**config.mk**
```make
export PLATFORM = sky130hd
export DESIGN_NAME = cie_unit
export DESIGN_NICKNAME = d
export VERILOG_FILES = /design/src/rtl/cie_pkg.sv /design/src/rtl/cie_unit.sv
export SDC_FILE = /design/constraint.sdc
export NUM_CORES = 1
export LEC_CHECK = 0
export BUFFER_PORTS_ARGS = -buffer_cell sky130_fd_sc_hd__buf_2
export CAP_MARGIN = 15
export CORE_ASPECT_RATIO = 1.1
export CORE_MARGIN = 8
export CORE_UTILIZATION = 30
export CTS_BUF_LIST = sky130_fd_sc_hd__clkbuf_16
export DETAILED_ROUTE_END_ITERATION = 8
export SKIP_CTS_REPAIR_TIMING = 1
export SYNTH_ARGS = -nofsm -noshare
export SYNTH_HDL_FRONTEND = slang
export SYNTH_SLANG_ARGS = --single-unit
export TNS_END_PERCENT = 10
```
**constraint.sdc**
```tcl
create_clock -name aclk -period 5.5 [get_ports aclk]
set_input_delay 0.275 -clock aclk [delete_from_list [all_inputs] [get_ports aclk]]
set_output_delay 0.275 -clock aclk [all_outputs]
set_load 0.005 [all_outputs]
```
**src/rtl/cie_pkg.sv**
```systemverilog
// Package of constants and types for the interrupt entry and return unit
package cie_pkg;
    // ****************************************
    // Sizes
    // ****************************************
    localparam int NUM_SRC = 8;
    localparam int PC_W = 12;
    localparam int SP_W = 16;

    // ****************************************
    // Register map, byte addresses
    // ****************************************
    localparam logic [7:0] OFS_CTRL = 8'h00;
    localparam logic [7:0] OFS_FLAG = 8'h04;
    localparam logic [7:0] OFS_ENABLE = 8'h08;
    localparam logic [7:0] OFS_KIND = 8'h0C;
    localparam logic [7:0] OFS_STATUS = 8'h10;
    localparam logic [7:0] OFS_SP = 8'h14;
    localparam logic [7:0] OFS_BOOT = 8'h18;

    // ****************************************
    // Field positions and reset values
    // ****************************************
    localparam int GIE_BIT = 7;
    localparam int CTRL_VEC_SEL_BIT = 0;
    localparam int CTRL_RST_VEC_FUSE_BIT = 1;
    localparam int CTRL_APPLOCK_BIT = 2;
    localparam int CTRL_BOOTLOCK_BIT = 3;
    localparam logic [7:0] STATUS_RST = 8'h00;
    localparam logic [15:0] SP_RST = 16'h0000;
    localparam logic [11:0] BOOT_START_RST = 12'h0C00;
    localparam logic [1:0] RESP_OKAY = 2'b00;
    localparam logic [1:0] RESP_SLVERR = 2'b10;

    // ****************************************
    // Timing counts, core clock cycles
    // ****************************************
    localparam logic [2:0] ENTRY_CYC = 3'd4;
    localparam logic [2:0] WAKE_EXTRA_CYC = 3'd4;
    localparam logic [2:0] RETURN_CYC = 3'd4;
    localparam logic [2:0] JUMP_CYC = 3'd3;
    localparam logic [11:0] VEC_STEP = 12'h001;

    // ****************************************
    // Types
    // ****************************************
    typedef enum logic [2:0] {
        ST_RUN, ST_WAKE, ST_ENTRY, ST_JUMP, ST_RETURN
    } cie_state_t;

    typedef struct packed {
        logic exec_done;
        logic multi_busy;
        logic is_irq_return;
        logic is_sei;
        logic is_gie_clear;
        logic sleeping;
        logic [11:0] jump_target;
        logic [15:0] pop_pc;
    } cie_core_in_t;

    typedef struct packed {
        logic ack;
        logic [2:0] idx;
        logic [11:0] vec;
    } cie_take_t;

    typedef struct packed {
        cie_state_t st;
        logic [2:0] cnt;
        logic one_more;
        logic [7:0] status;
        logic [15:0] sp;
        logic [7:0] flags;
        logic [7:0] enables;
        logic [7:0] kind;
        logic [3:0] ctrl;
        logic [11:0] boot_start;
        logic [11:0] pc;
        logic push_en;
        logic [15:0] push_data;
        logic stall;
        cie_take_t take;
        logic awdone;
        logic wdone;
        logic [7:0] awaddr;
        logic [31:0] wdata;
        logic [3:0] wstrb;
        logic bvalid;
        logic [1:0] bresp;
        logic rvalid;
        logic [31:0] rdata;
        logic [1:0] rresp;
    } cie_state_s_t;
endpackage : cie_pkg

```
**src/rtl/cie_unit.sv**
```systemverilog
// Interrupt entry, vectoring and return sequencer with AXI4-Lite registers
//
// Local design decisions: the placing of the registers and the AXI4-Lite register port.
`timescale 1ns/10ps
// ****************************************
// ****************************************
module cie_unit #(
    parameter int NSRC = cie_pkg::NUM_SRC
) (
    // Clock and reset
    input wire logic aclk,
    input wire logic aresetn,
    // AXI4-Lite write channels
    input wire logic [7:0] s_axi_awaddr,
    input wire logic s_axi_awvalid,
    output logic s_axi_awready,
    input wire logic [31:0] s_axi_wdata,
    input wire logic [3:0] s_axi_wstrb,
    input wire logic s_axi_wvalid,
    output logic s_axi_wready,
    output logic [1:0] s_axi_bresp,
    output logic s_axi_bvalid,
    input wire logic s_axi_bready,
    // AXI4-Lite read channels
    input wire logic [7:0] s_axi_araddr,
    input wire logic s_axi_arvalid,
    output logic s_axi_arready,
    output logic [31:0] s_axi_rdata,
    output logic [1:0] s_axi_rresp,
    output logic s_axi_rvalid,
    input wire logic s_axi_rready,
    // Peripheral sources: flag events and level conditions
    input wire logic [NSRC-1:0] irq_event,
    input wire logic [NSRC-1:0] irq_level,
    // Core side
    input wire cie_pkg::cie_core_in_t core_in,
    output logic [11:0] core_pc,
    output logic core_stall,
    output logic push_en,
    output logic [15:0] push_data,
    output logic [15:0] core_sp,
    output logic [7:0] core_status_register,
    output cie_pkg::cie_take_t take
);
    cie_pkg::cie_state_s_t q, d;

    // ****************************************
    // Request arbitration
    // ****************************************
    logic [7:0] req;
    logic allow;
    logic [2:0] win;
    logic any;
    logic pc_in_locked;

    // Lock suppression: app lock guards below boot, boot lock guards boot section
    always_comb begin
        pc_in_locked = (q.ctrl[cie_pkg::CTRL_APPLOCK_BIT] && q.pc < q.boot_start)
            || (q.ctrl[cie_pkg::CTRL_BOOTLOCK_BIT] && q.pc >= q.boot_start);
    end

    // Flags pend until taken or cleared; level sources only while asserted
    always_comb begin
        req = ((q.flags & ~q.kind) | (8'(irq_level) & q.kind)) & q.enables;
        allow = q.status[cie_pkg::GIE_BIT] && !core_in.is_gie_clear && !q.one_more
            && !pc_in_locked && !core_in.multi_busy && core_in.exec_done;
        win = 3'd0;
        any = |req;
        // Lowest index wins, searching downward so the last hit is lowest
        for (int i = 7; i >= 0; i--) begin
            if (req[i]) begin
                win = 3'(i);
            end
        end
    end

    // ****************************************
    // Next state
    // ****************************************
    logic aw_take, w_take, ar_take;
    logic [7:0] wb;
    logic [7:0] vec_base;

    always_comb begin
        d = q;
        wb = 8'h00;
        vec_base = 8'h00;
        d.push_en = 1'b0;
        d.take.ack = 1'b0;
        aw_take = s_axi_awvalid && !q.awdone && !q.bvalid;
        w_take = s_axi_wvalid && !q.wdone && !q.bvalid;
        ar_take = s_axi_arvalid && !q.rvalid;
        // Vector table base: low byte of boot start when relocated
        vec_base = q.ctrl[cie_pkg::CTRL_VEC_SEL_BIT] ? q.boot_start[7:0] : 8'h00;

        // Global enable from set and clear instructions; clear wins over set
        if (core_in.is_sei) begin
            d.status[cie_pkg::GIE_BIT] = 1'b1;
            d.one_more = 1'b1;
        end
        if (core_in.is_gie_clear) begin
            d.status[cie_pkg::GIE_BIT] = 1'b0;
        end
        if (core_in.exec_done && q.st == cie_pkg::ST_RUN && !core_in.is_sei) begin
            d.one_more = 1'b0;
        end

        unique case (q.st)
            cie_pkg::ST_RUN: begin
                d.stall = 1'b0;
                d.pc = core_in.jump_target;
                if (core_in.is_irq_return) begin
                    d.st = cie_pkg::ST_RETURN;
                    d.cnt = cie_pkg::RETURN_CYC - 3'd1;
                    d.stall = 1'b1;
                end else if (allow && any) begin
                    d.stall = 1'b1;
                    d.take.idx = win;
                    d.take.vec = q.boot_start & {12{q.ctrl[cie_pkg::CTRL_VEC_SEL_BIT]}};
                    d.take.vec = d.take.vec + (12'(win) + cie_pkg::VEC_STEP);
                    d.status[cie_pkg::GIE_BIT] = 1'b0;
                    if (!q.kind[win]) begin
                        d.flags[win] = 1'b0;
                    end
                    if (core_in.sleeping) begin
                        d.st = cie_pkg::ST_WAKE;
                        d.cnt = cie_pkg::WAKE_EXTRA_CYC - 3'd1;
                    end else begin
                        d.st = cie_pkg::ST_ENTRY;
                        d.cnt = cie_pkg::ENTRY_CYC - 3'd1;
                    end
                end
            end
            cie_pkg::ST_WAKE: begin
                d.cnt = q.cnt - 3'd1;
                if (q.cnt == 3'd0) begin
                    d.st = cie_pkg::ST_ENTRY;
                    d.cnt = cie_pkg::ENTRY_CYC - 3'd1;
                end
            end
            cie_pkg::ST_ENTRY: begin
                d.cnt = q.cnt - 3'd1;
                if (q.cnt == cie_pkg::ENTRY_CYC - 3'd1) begin
                    d.push_en = 1'b1;
                    d.push_data = {4'h0, q.pc};
                    d.sp = q.sp - 16'd2;
                end
                if (q.cnt == 3'd0) begin
                    d.pc = q.take.vec;
                    d.take.ack = 1'b1;
                    d.st = cie_pkg::ST_JUMP;
                    d.cnt = cie_pkg::JUMP_CYC - 3'd1;
                end
            end
            cie_pkg::ST_JUMP: begin
                d.cnt = q.cnt - 3'd1;
                if (q.cnt == 3'd0) begin
                    d.pc = core_in.jump_target;
                    d.st = cie_pkg::ST_RUN;
                    d.stall = 1'b0;
                end
            end
            cie_pkg::ST_RETURN: begin
                d.cnt = q.cnt - 3'd1;
                if (q.cnt == 3'd0) begin
                    d.pc = core_in.pop_pc[11:0];
                    d.sp = q.sp + 16'd2;
                    d.status[cie_pkg::GIE_BIT] = 1'b1;
                    d.one_more = 1'b1;
                    d.st = cie_pkg::ST_RUN;
                    d.stall = 1'b0;
                end
            end
        endcase

        // Write channel capture, either order
        if (aw_take) begin
            d.awdone = 1'b1;
            d.awaddr = s_axi_awaddr;
        end
        if (w_take) begin
            d.wdone = 1'b1;
            d.wdata = s_axi_wdata;
            d.wstrb = s_axi_wstrb;
        end
        if (q.awdone && q.wdone && !q.bvalid) begin
            wb = q.wstrb[0] ? q.wdata[7:0] : 8'h00;
            d.awdone = 1'b0;
            d.wdone = 1'b0;
            d.bvalid = 1'b1;
            d.bresp = cie_pkg::RESP_OKAY;
            unique case ({q.awaddr[7:2], 2'b00})
                cie_pkg::OFS_CTRL: if (q.wstrb[0]) d.ctrl = wb[3:0];
                cie_pkg::OFS_FLAG: d.flags = q.flags & ~wb;
                cie_pkg::OFS_ENABLE: if (q.wstrb[0]) d.enables = wb;
                cie_pkg::OFS_KIND: if (q.wstrb[0]) d.kind = wb;
                cie_pkg::OFS_STATUS: if (q.wstrb[0]) d.status = wb;
                cie_pkg::OFS_SP: begin
                    if (q.wstrb[0]) d.sp[7:0] = q.wdata[7:0];
                    if (q.wstrb[1]) d.sp[15:8] = q.wdata[15:8];
                end
                cie_pkg::OFS_BOOT: begin
                    if (q.wstrb[0]) d.boot_start[7:0] = q.wdata[7:0];
                    if (q.wstrb[1]) d.boot_start[11:8] = q.wdata[11:8];
                end
                default: d.bresp = cie_pkg::RESP_SLVERR;
            endcase
        end
        if (q.bvalid && s_axi_bready) begin
            d.bvalid = 1'b0;
        end

        // Event flags set after software clear so the set wins
        d.flags = d.flags | (8'(irq_event) & ~q.kind);

        // Read channel
        if (ar_take) begin
            d.rvalid = 1'b1;
            d.rresp = cie_pkg::RESP_OKAY;
            unique case ({s_axi_araddr[7:2], 2'b00})
                cie_pkg::OFS_CTRL: d.rdata = {28'h000_0000, q.ctrl};
                cie_pkg::OFS_FLAG: d.rdata = {24'h00_0000, q.flags};
                cie_pkg::OFS_ENABLE: d.rdata = {24'h00_0000, q.enables};
                cie_pkg::OFS_KIND: d.rdata = {24'h00_0000, q.kind};
                cie_pkg::OFS_STATUS: d.rdata = {24'h00_0000, q.status};
                cie_pkg::OFS_SP: d.rdata = {16'h0000, q.sp};
                cie_pkg::OFS_BOOT: d.rdata = {20'h0_0000, q.boot_start};
                default: begin
                    d.rdata = 32'h0000_0000;
                    d.rresp = cie_pkg::RESP_SLVERR;
                end
            endcase
        end else if (q.rvalid && s_axi_rready) begin
            d.rvalid = 1'b0;
        end

        // Read data held when the vector base is FF; the reset pc stays 000
        if (vec_base == 8'hFF) begin
            d.rdata = q.rdata;
        end
    end

    // ****************************************
    // State register, single undivided clock
    // ****************************************
    always_ff @(posedge aclk) begin
        if (!aresetn) begin
            q <= '0;
            q.st <= cie_pkg::ST_RUN;
            q.status <= cie_pkg::STATUS_RST;
            q.sp <= cie_pkg::SP_RST;
            q.boot_start <= cie_pkg::BOOT_START_RST;
            q.pc <= 12'h000;
        end else begin
            q <= d;
        end
    end

    // Outputs from flip-flops; the ready outputs are gates of them
    assign s_axi_awready = !q.awdone && !q.bvalid;
    assign s_axi_wready = !q.wdone && !q.bvalid;
    assign s_axi_bvalid = q.bvalid;
    assign s_axi_bresp = q.bresp;
    assign s_axi_arready = !q.rvalid;
    assign s_axi_rvalid = q.rvalid;
    assign s_axi_rdata = q.rdata;
    assign s_axi_rresp = q.rresp;
    assign core_pc = q.pc;
    assign core_stall = q.stall;
    assign push_en = q.push_en;
    assign push_data = q.push_data;
    assign core_sp = q.sp;
    assign core_status_register = q.status;
    assign take = q.take;
endmodule : cie_unit

```
==> results of run 1 <==
[stage by stage]
stage / hold slack, ns / cells / area (um2)
global route: 0.02295 / 1538 / 10070
detailed placement: 0.4431 / 1507 / 9525
global placement: 0.4368 / 1507 / 9525
floorplan: 0.3740 / 1119 / 9158
CTS: -0.002654 / 1538 / 10070
finish: 0.01359 / 1538 / 10070
[how the worst min path moves through the flow]
stage | slack [ns] | depth (start not counted) | end | start
finish | 0.01 | 2 | s_axi_rvalid | s_axi_rready
global route | 0.02 | 2 | s_axi_rvalid | s_axi_rready
CTS | -0.003 | 2 | s_axi_rvalid | s_axi_rready
detailed placement | 0.44 | 2 | s_axi_rdata[13] | s_axi_rdata[13]
global placement | 0.44 | 2 | s_axi_rdata[13] | s_axi_rdata[13]
floorplan | 0.37 | 1 | s_axi_rvalid | s_axi_rready
[state kept, by name, summed over array words and instances (netlist names)]
signal / count
core_stall: 1
s_axi_rresp: 1
s_axi_bresp: 1
q: 73
s_axi_rvalid: 1
s_axi_bvalid: 1
push_data: 12
core_status_register: 8
take: 16
push_en: 1
s_axi_rdata: 16
core_sp: 16
core_pc: 12
[cells in the final DEF (no fill, tap or decap), types with 7 or more instances in the layout]
master,instances
o22ai_1,8
dfxtp_1,159
a221oi_1,17
ha_1,20
xnor2_1,20
nand2b_1,8
mux2i_1,55
buf_2,171
conb_1,22
nand4_1,7
nor2_1,96
a311oi_1,19
and2_1,7
buf_4,8
a32oi_1,9
nand2_1,124
nor3_1,24
nand3_1,29
a22oi_1,20
inv_1,43
a211oi_1,12
o21ai_0,37
clkbuf_16,17
a21oi_1,80
a31oi_1,11
and3_1,10
[metal layers]
metal	wire, um	GRT usage	vias up	part of all wire
met1	12880	0.1993	3904	0.43
met5	0	0	-	0
met3	2290	0.04384	32	0.077
met2	13990	0.2623	310	0.47
li1	-	-	3900	-
met4	601	0.05895	0	0.020
[cell usage after synthesis, types with 3 or more instances]
cell type | n | share of area
nand4_1 | 7 | 0.0048
nand2b_1 | 8 | 0.0055
a21oi_1 | 80 | 0.044
dfxtp_1 | 159 | 0.35
and2_1 | 7 | 0.0048
buf_4 | 105 | 0.087
a22oi_1 | 20 | 0.017
and4_1 | 4 | 0.0039
nor3_1 | 24 | 0.013
clkbuf_1 | 59 | 0.024
xnor2_1 | 20 | 0.019
a22o_1 | 4 | 0.0039
ha_1 | 20 | 0.028
mux2_2 | 5 | 0.0062
o22ai_1 | 8 | 0.0055
a31oi_1 | 11 | 0.0076
o21ai_0 | 37 | 0.020
nor3b_1 | 6 | 0.0050
a311oi_1 | 19 | 0.018
inv_1 | 44 | 0.018
nand3_1 | 29 | 0.016
or3b_1 | 3 | 0.0029
a41oi_1 | 3 | 0.0029
buf_2 | 5 | 0.0028
nor4_1 | 6 | 0.0041
a32oi_1 | 9 | 0.0087
or3_1 | 6 | 0.0041
mux2i_1 | 55 | 0.061
a211oi_1 | 12 | 0.0099
and3_1 | 10 | 0.0069
nand2_1 | 124 | 0.051
nor2_1 | 96 | 0.040
nor2b_1 | 6 | 0.0041
nand3b_1 | 4 | 0.0033
nor4_2 | 4 | 0.0055
nor4_4 | 3 | 0.0070
a221oi_1 | 17 | 0.016
or4b_1 | 6 | 0.0066
o21ai_1 | 3 | 0.0017
o21a_1 | 6 | 0.0050
[cell families after synthesis]
| kind of cell | synth area share |
|---|---|
| DFF | 0.3506 |
| muxes | 0.07180 |
| and+or+nand+nor | 0.1990 |
| adders and majority gates | 0.03087 |
| buffers and inverters | 0.1327 |
| other | 0.0004131 |
| xor gates and xnor gates | 0.01929 |
| AOI/OAI and AO/OA | 0.1953 |
[where the power goes]
group	switching (mW)	internal, mW
sequential	0.153	1.25
clock	0.515	0.617
combinational	0.502	0.328
total	1.17	2.20
[area by class of cell]
| type | instances | area (um2) | share of cell area |
|---|---|---|---|
| multi-input combinational | 746 | 4785 | 0.4752 |
| sequential | 159 | 3183 | 0.3161 |
| timing repair buffer | 179 | 915.9 | 0.09097 |
| tap | 379 | 474.2 | 0.04710 |
| clock buffer | 17 | 425.4 | 0.04225 |
| inverter | 44 | 167.7 | 0.01665 |
| clock inverter | 14 | 117.6 | 0.01168 |
==> run_results.csv, run 1 <==
group,metric,value,unit
outcome,status,"complete, no violations",
timing,final-setup-viol-count,0,
pwr,power_density,334.7,nW/um2
timing,rsz0062_at_grt,"no",
floorplanning,core.rowCount,67,
setup_path,crit_chain,"mux2_2 -> a211oi_1 -> o2111ai_1 -> nand2_1 -> inv_1 -> ha_1 -> fa_1 -> nand2b_1 -> a21o_1 -> nor3_1 -> xnor2_1 -> or4b_1 -> a21oi_1",
timing,clock_skew,0.01511,ns
setup_path,worstSetupStartpointType,"register",
pwr,irDropWorstVdd,0.2359,mV
pwr,total_power,3.369,mW
setup_path,crit_end,"take[8]",
global_route,grt_antenna_before_repair,0,
synthesis,dominantRegCellSynth,"dfxtp_1",
clocking,cts-root-buf,"clkbuf_16",
setup_path,cpMaxStageDelayCell,"or4b_1",
placement,dp_worst_setup_slack,1.944,ns
setup_path,endpoint_kind,"register",
routing,wl,29770,um
placement,globalplace.congestion,0.9010,
clocking,worstSkewPairLatency,0.44,ns
pwr,leakage,3.853,nW
run,drv_cap,0,
setup_path,critPathRequiredTime,5.86,ns
setup_path,r2r_start,"q[152]",
cells_and_area,areaGrowthSynthToFinish,10.90,%
setup_path,r2r_cells,13,
timing,relSlewSlack,0.2431,
setup_path,cp.depth,13,
synthesis,ys_types,74,
routing,wl_per_cell,19.36,um
clocking,cts_inserted_buffers,17,
synthesis,ys_warn_count,0,
floorplanning,die_x,181.9,um
placement,dp_hpwl,22250,um
clocking,htree_num_levels,4,
synthesis,async_flop_share,0,
setup_path,crit_family,"simple AND/OR/NAND/NOR gates",
timing,fin_crit,3.580,ns
routing,drc,0,
cells_and_area,finish.utilization,0.3346,
setup_path,slowest_delay,0.48,ns
cells_and_area,nNetsFinal,1277,
global_route,grt_usage,0.1602,
routing,first_pass_iters,5,
timing,worst_slack,1.920,ns
setup_path,critPathArrivalTime,3.94,ns
floorplanning,die-area,36090,um2
timing,tightest_slew,1.130,ns
floorplanning,start_util,0.3017,
timing,fin_tns_setup,0,ns
synthesis,syn_inst,1098,
min_path,hold_class,"in -> reg",
placement,numPortBuffers,171,
routing,drt-initial-drc-count,634,
timing,max_freq,0.2794,GHz
setup_path,startpoint,"q[152]",
timing,slew_violations,0,
cells_and_area,layout-drive-gt1-share,0.2088,
clocking,cts_tree,"built",
clocking,cts_sinks,159,
synthesis,ys_seq_elements,159,
timing,hold_violations,0,
setup_path,crit_path_max_fanout,5,
global_route,grt-ovfl-total,0,
synthesis,syn-mean-instance-area,8.268,um2
clocking,clockBufferDepth,2,
synthesis,ys_seq_area_frac,0.3506,
setup_path,r2r_end,"take[8]",
synthesis,synth_edf_count,0,
floorplanning,die_h,198.5,um
cells_and_area,fillCellCount,3187,
global_route,grt_pass1_wl,45550,um
setup_path,r2r_slack,1.92,ns
routing,num_vias,8146,
global_route,grt_max_degree,84,
cells_and_area,diodes,0,
routing,viasPerCell,5.296,
floorplanning,ios,220,
synthesis,netlist_area,9079,um2
routing,antenna_left,0,
floorplanning,core,30100,um2
setup_path,worst-setup-path-type,"reg -> reg",
clocking,path_clk_slew,0.07,ns
setup_path,path_buf_inv,1,
timing,fin_crit_sh,0.6509,
global_route,grt_pass1_vias,7830,
No activity file was read; power rests on OpenSTA's default activity.
==> run 2, diff against run 1 <==
==> constraint.sdc (replaced) <==
create_clock -name aclk -period 3.6 [get_ports aclk]
set_input_delay 0.18 -clock aclk [delete_from_list [all_inputs] [get_ports aclk]]
set_output_delay 0.18 -clock aclk [all_outputs]
set_load 0.005 [all_outputs]
==> run 2 against run 1 <==
The flow now finishes with violations (negative hold slack). Global-route usage increased by 0.36 points. Clock skew decreased by 0.0075 ns. Non-clock buffer count is 27 higher. Utilization grew 0.92 points. Die area is the same. Via count up 0.81%. Final cell count up 2.0%. Setup slack lost 1.7 ns. Wire length up 2.9%. Sequential cell count unchanged. Largest cell class unchanged.
==> run_results.csv, run 2 (same netlist as run 1, synthesis figures left out) <==
group,metric,value,unit
global_route,busiest_layer,"met2",
setup_path,crit_path_max_fanout,5,
global_route,grt_max_degree,59,
pwr,irDropWorstVdd,0.3463,mV
routing,num_vias,8212,
timing,hold_violations,8,
cells_and_area,layout.cells.non_filler,1568,
cells_and_area,finish.utilization,0.3437,
timing,clock_skew,0.007647,ns
cells_and_area,final_cell_mix,"buf_2, dfxtp_1, nand2_1, nor2_1, a21oi_1",
clocking,htree_num_levels,4,
timing,max_freq,0.2995,GHz
cells_and_area,areaGrowthSynthToFinish,13.95,%
global_route,grt_pass1_wl,46290,um
pwr,switching_share,0.3479,
setup_path,crit_family,"simple AND/OR/NAND/NOR gates",
clocking,cts_tree,"built",
routing,viasPerCell,5.237,
placement,globalplace.congestion,0.9044,
outcome,violations,"negative hold slack",
setup_path,path_buf_inv,1,
routing,drc,0,
timing,relSlewSlack,0.3184,
routing,drt-initial-drc-count,656,
cells_and_area,nNetsFinal,1304,
global_route,grt-ovfl-total,0,
clocking,cts_sinks,159,
setup_path,worstSetupStartpointType,"register",
pwr,power_density,503.7,nW/um2
timing,hold_slack,-0.01128,ns
cells_and_area,fillCellCount,3160,
clocking,worstSkewPairLatency,0.43,ns
setup_path,crit_chain,"mux2_2 -> a211oi_2 -> o2111ai_1 -> nand2_2 -> inv_1 -> ha_1 -> fa_1 -> nand2b_1 -> a21o_1 -> nor3_1 -> xnor2_1 -> or4b_1 -> a21oi_1",
setup_path,r2r_end,"take[6]",
setup_path,endpoint_kind,"register",
min_path,min_path_cells,3,
global_route,grt.met1_usage,0.2113,
setup_path,slowest_delay,0.46,ns
clocking,cts_inserted_buffers,17,
timing,fin_crit_sh,0.9275,
pwr,p_clk_frac,0.339,
setup_path,critPathArrivalTime,3.70,ns
routing,wl,30620,um
global_route,grt_use_met2,0.2681,
placement,dp_hpwl,23220,um
setup_path,worst-setup-path-type,"reg -> reg",
routing,antenna_left,0,
run,drv_cap,0,
cells_and_area,layout.cells.most_common,"buf_2",
floorplanning,core.rowCount,67,
floorplanning,die_h,198.5,um
floorplanning,core,30100,um2
pwr,switching_power,1.813,mW
timing,fin_tns_setup,0,ns
setup_path,r2r_cells,13,
placement,place_inst,1524,
routing,wl_per_cell,19.53,um
min_path,worstHoldEndpoint,"q[44]",
pwr,intPower,3.398,mW
global_route,grt_use_met3,0.03672,
pwr,total_power,5.211,mW
cells_and_area,largest_reg_flops,73,
floorplanning,ios,220,
min_path,hold_start,"s_axi_wdata[2]",
timing,slew_violations,0,
timing,rsz0062_at_grt,"no",
setup_path,cpMaxStageDelayCell,"or4b_1",
setup_path,r2r_start,"q[152]",
global_route,grt_pass1_vias,7802,
routing,first_pass_iters,7,
setup_path,critPathRequiredTime,3.96,ns
clocking,clockBufferDepth,2,
clocking,path_clk_slew,0.07,ns
clocking,cts-root-buf,"clkbuf_16",
cells_and_area,top_register,"q",
pwr,p_comb_frac,0.248,
timing,fin_crit,3.339,ns
setup_path,r2r_slack,0.26,ns
cells_and_area,layout-drive-gt1-share,0.2199,
outcome,status,"finished, violations left",
floorplanning,start_util,0.3017,
pwr,leakage,4.005,nW
placement,numPortBuffers,171,
floorplanning,die-area,36090,um2
floorplanning,die_x,181.9,um
global_route,grt_usage,0.1639,
timing,tightest_slew,1.022,ns
timing,final-setup-viol-count,0,
global_route,grt_antenna_before_repair,2,
min_path,hold_class,"in -> reg",
pwr,seqPwrFrac,0.413,
==> run 2: worst register-to-register path, cell delays in order, from the launching register on <==
cell and delay, ns:
dfxtp_1 0.33, mux2_2 0.36, a211oi_2 0.25, o2111ai_1 0.17, nand2_2 0.15, inv_1 0.09, ha_1 0.23, fa_1 0.41
nand2b_1 0.17, a21o_1 0.23, nor3_1 0.19, xnor2_1 0.10, or4b_1 0.46, a21oi_1 0.14
==> run 2: final cells by class <==
class                      instances  area, um2  share of cell area
antenna                            2      5.005           0.0004838
clock buffer                      17      425.4             0.04112
clock inverter                    15      136.4             0.01318
inverter                          44      167.7             0.01621
multi-input combinational        746       4797              0.4637
sequential                       159       3183              0.3077
tap                              379      474.2             0.04584
timing repair buffer             206       1156              0.1118
==> run 2: worst max path at each step <==
stage	from	to	slack [ns]	cells past startpoint
3_3_place_gp	q[152]	take[6]	0.25	13
2_1_floorplan	q[152]	take[8]	0.48	13
5_1_grt	q[146]	take[6]	0.02	13
6_report	q[152]	take[6]	0.26	13
3_5_place_dp	q[152]	take[6]	0.21	13
4_1_cts	q[152]	take[6]	0.21	13
==> run 2: stage by stage <==
| stage | cell area [um2] | worst slack [ns] | hold WS (ns) |
|---|---|---|---|
| 4_1_cts | 10230 | 0.2106 | -0.08069 |
| 2_1_floorplan | 9158 | 0.4769 | 0.2790 |
| 6_report | 10340 | 0.2610 | -0.01128 |
| 5_1_grt | 10340 | 0.02197 | 0.0005990 |
| 3_5_place_dp | 9666 | 0.2135 | 0.3709 |
| 3_3_place_gp | 9666 | 0.2472 | 0.3645 |
==> run 2: layer usage <==
layer | up-vias | routed length [um]
met3 | 40 | 2261
met4 | 2 | 594
met5 | - | 12
met2 | 289 | 14220
li1 | 3937 | -
met1 | 3944 | 13530
==> run 2: power groups by stage <==
| stage | logic (mW) | clock network [mW] | registers (mW) |
|---|---|---|---|
| after CTS | 1.29 | 1.80 | 2.15 |
| after detailed placement | 1.28 | 0 | 2.19 |
| after global placement | 1.25 | 0 | 2.19 |
| after global routing | 1.44 | 1.88 | 2.18 |
| final | 1.29 | 1.77 | 2.15 |
| after floorplan | 1.04 | 0 | 2.07 |
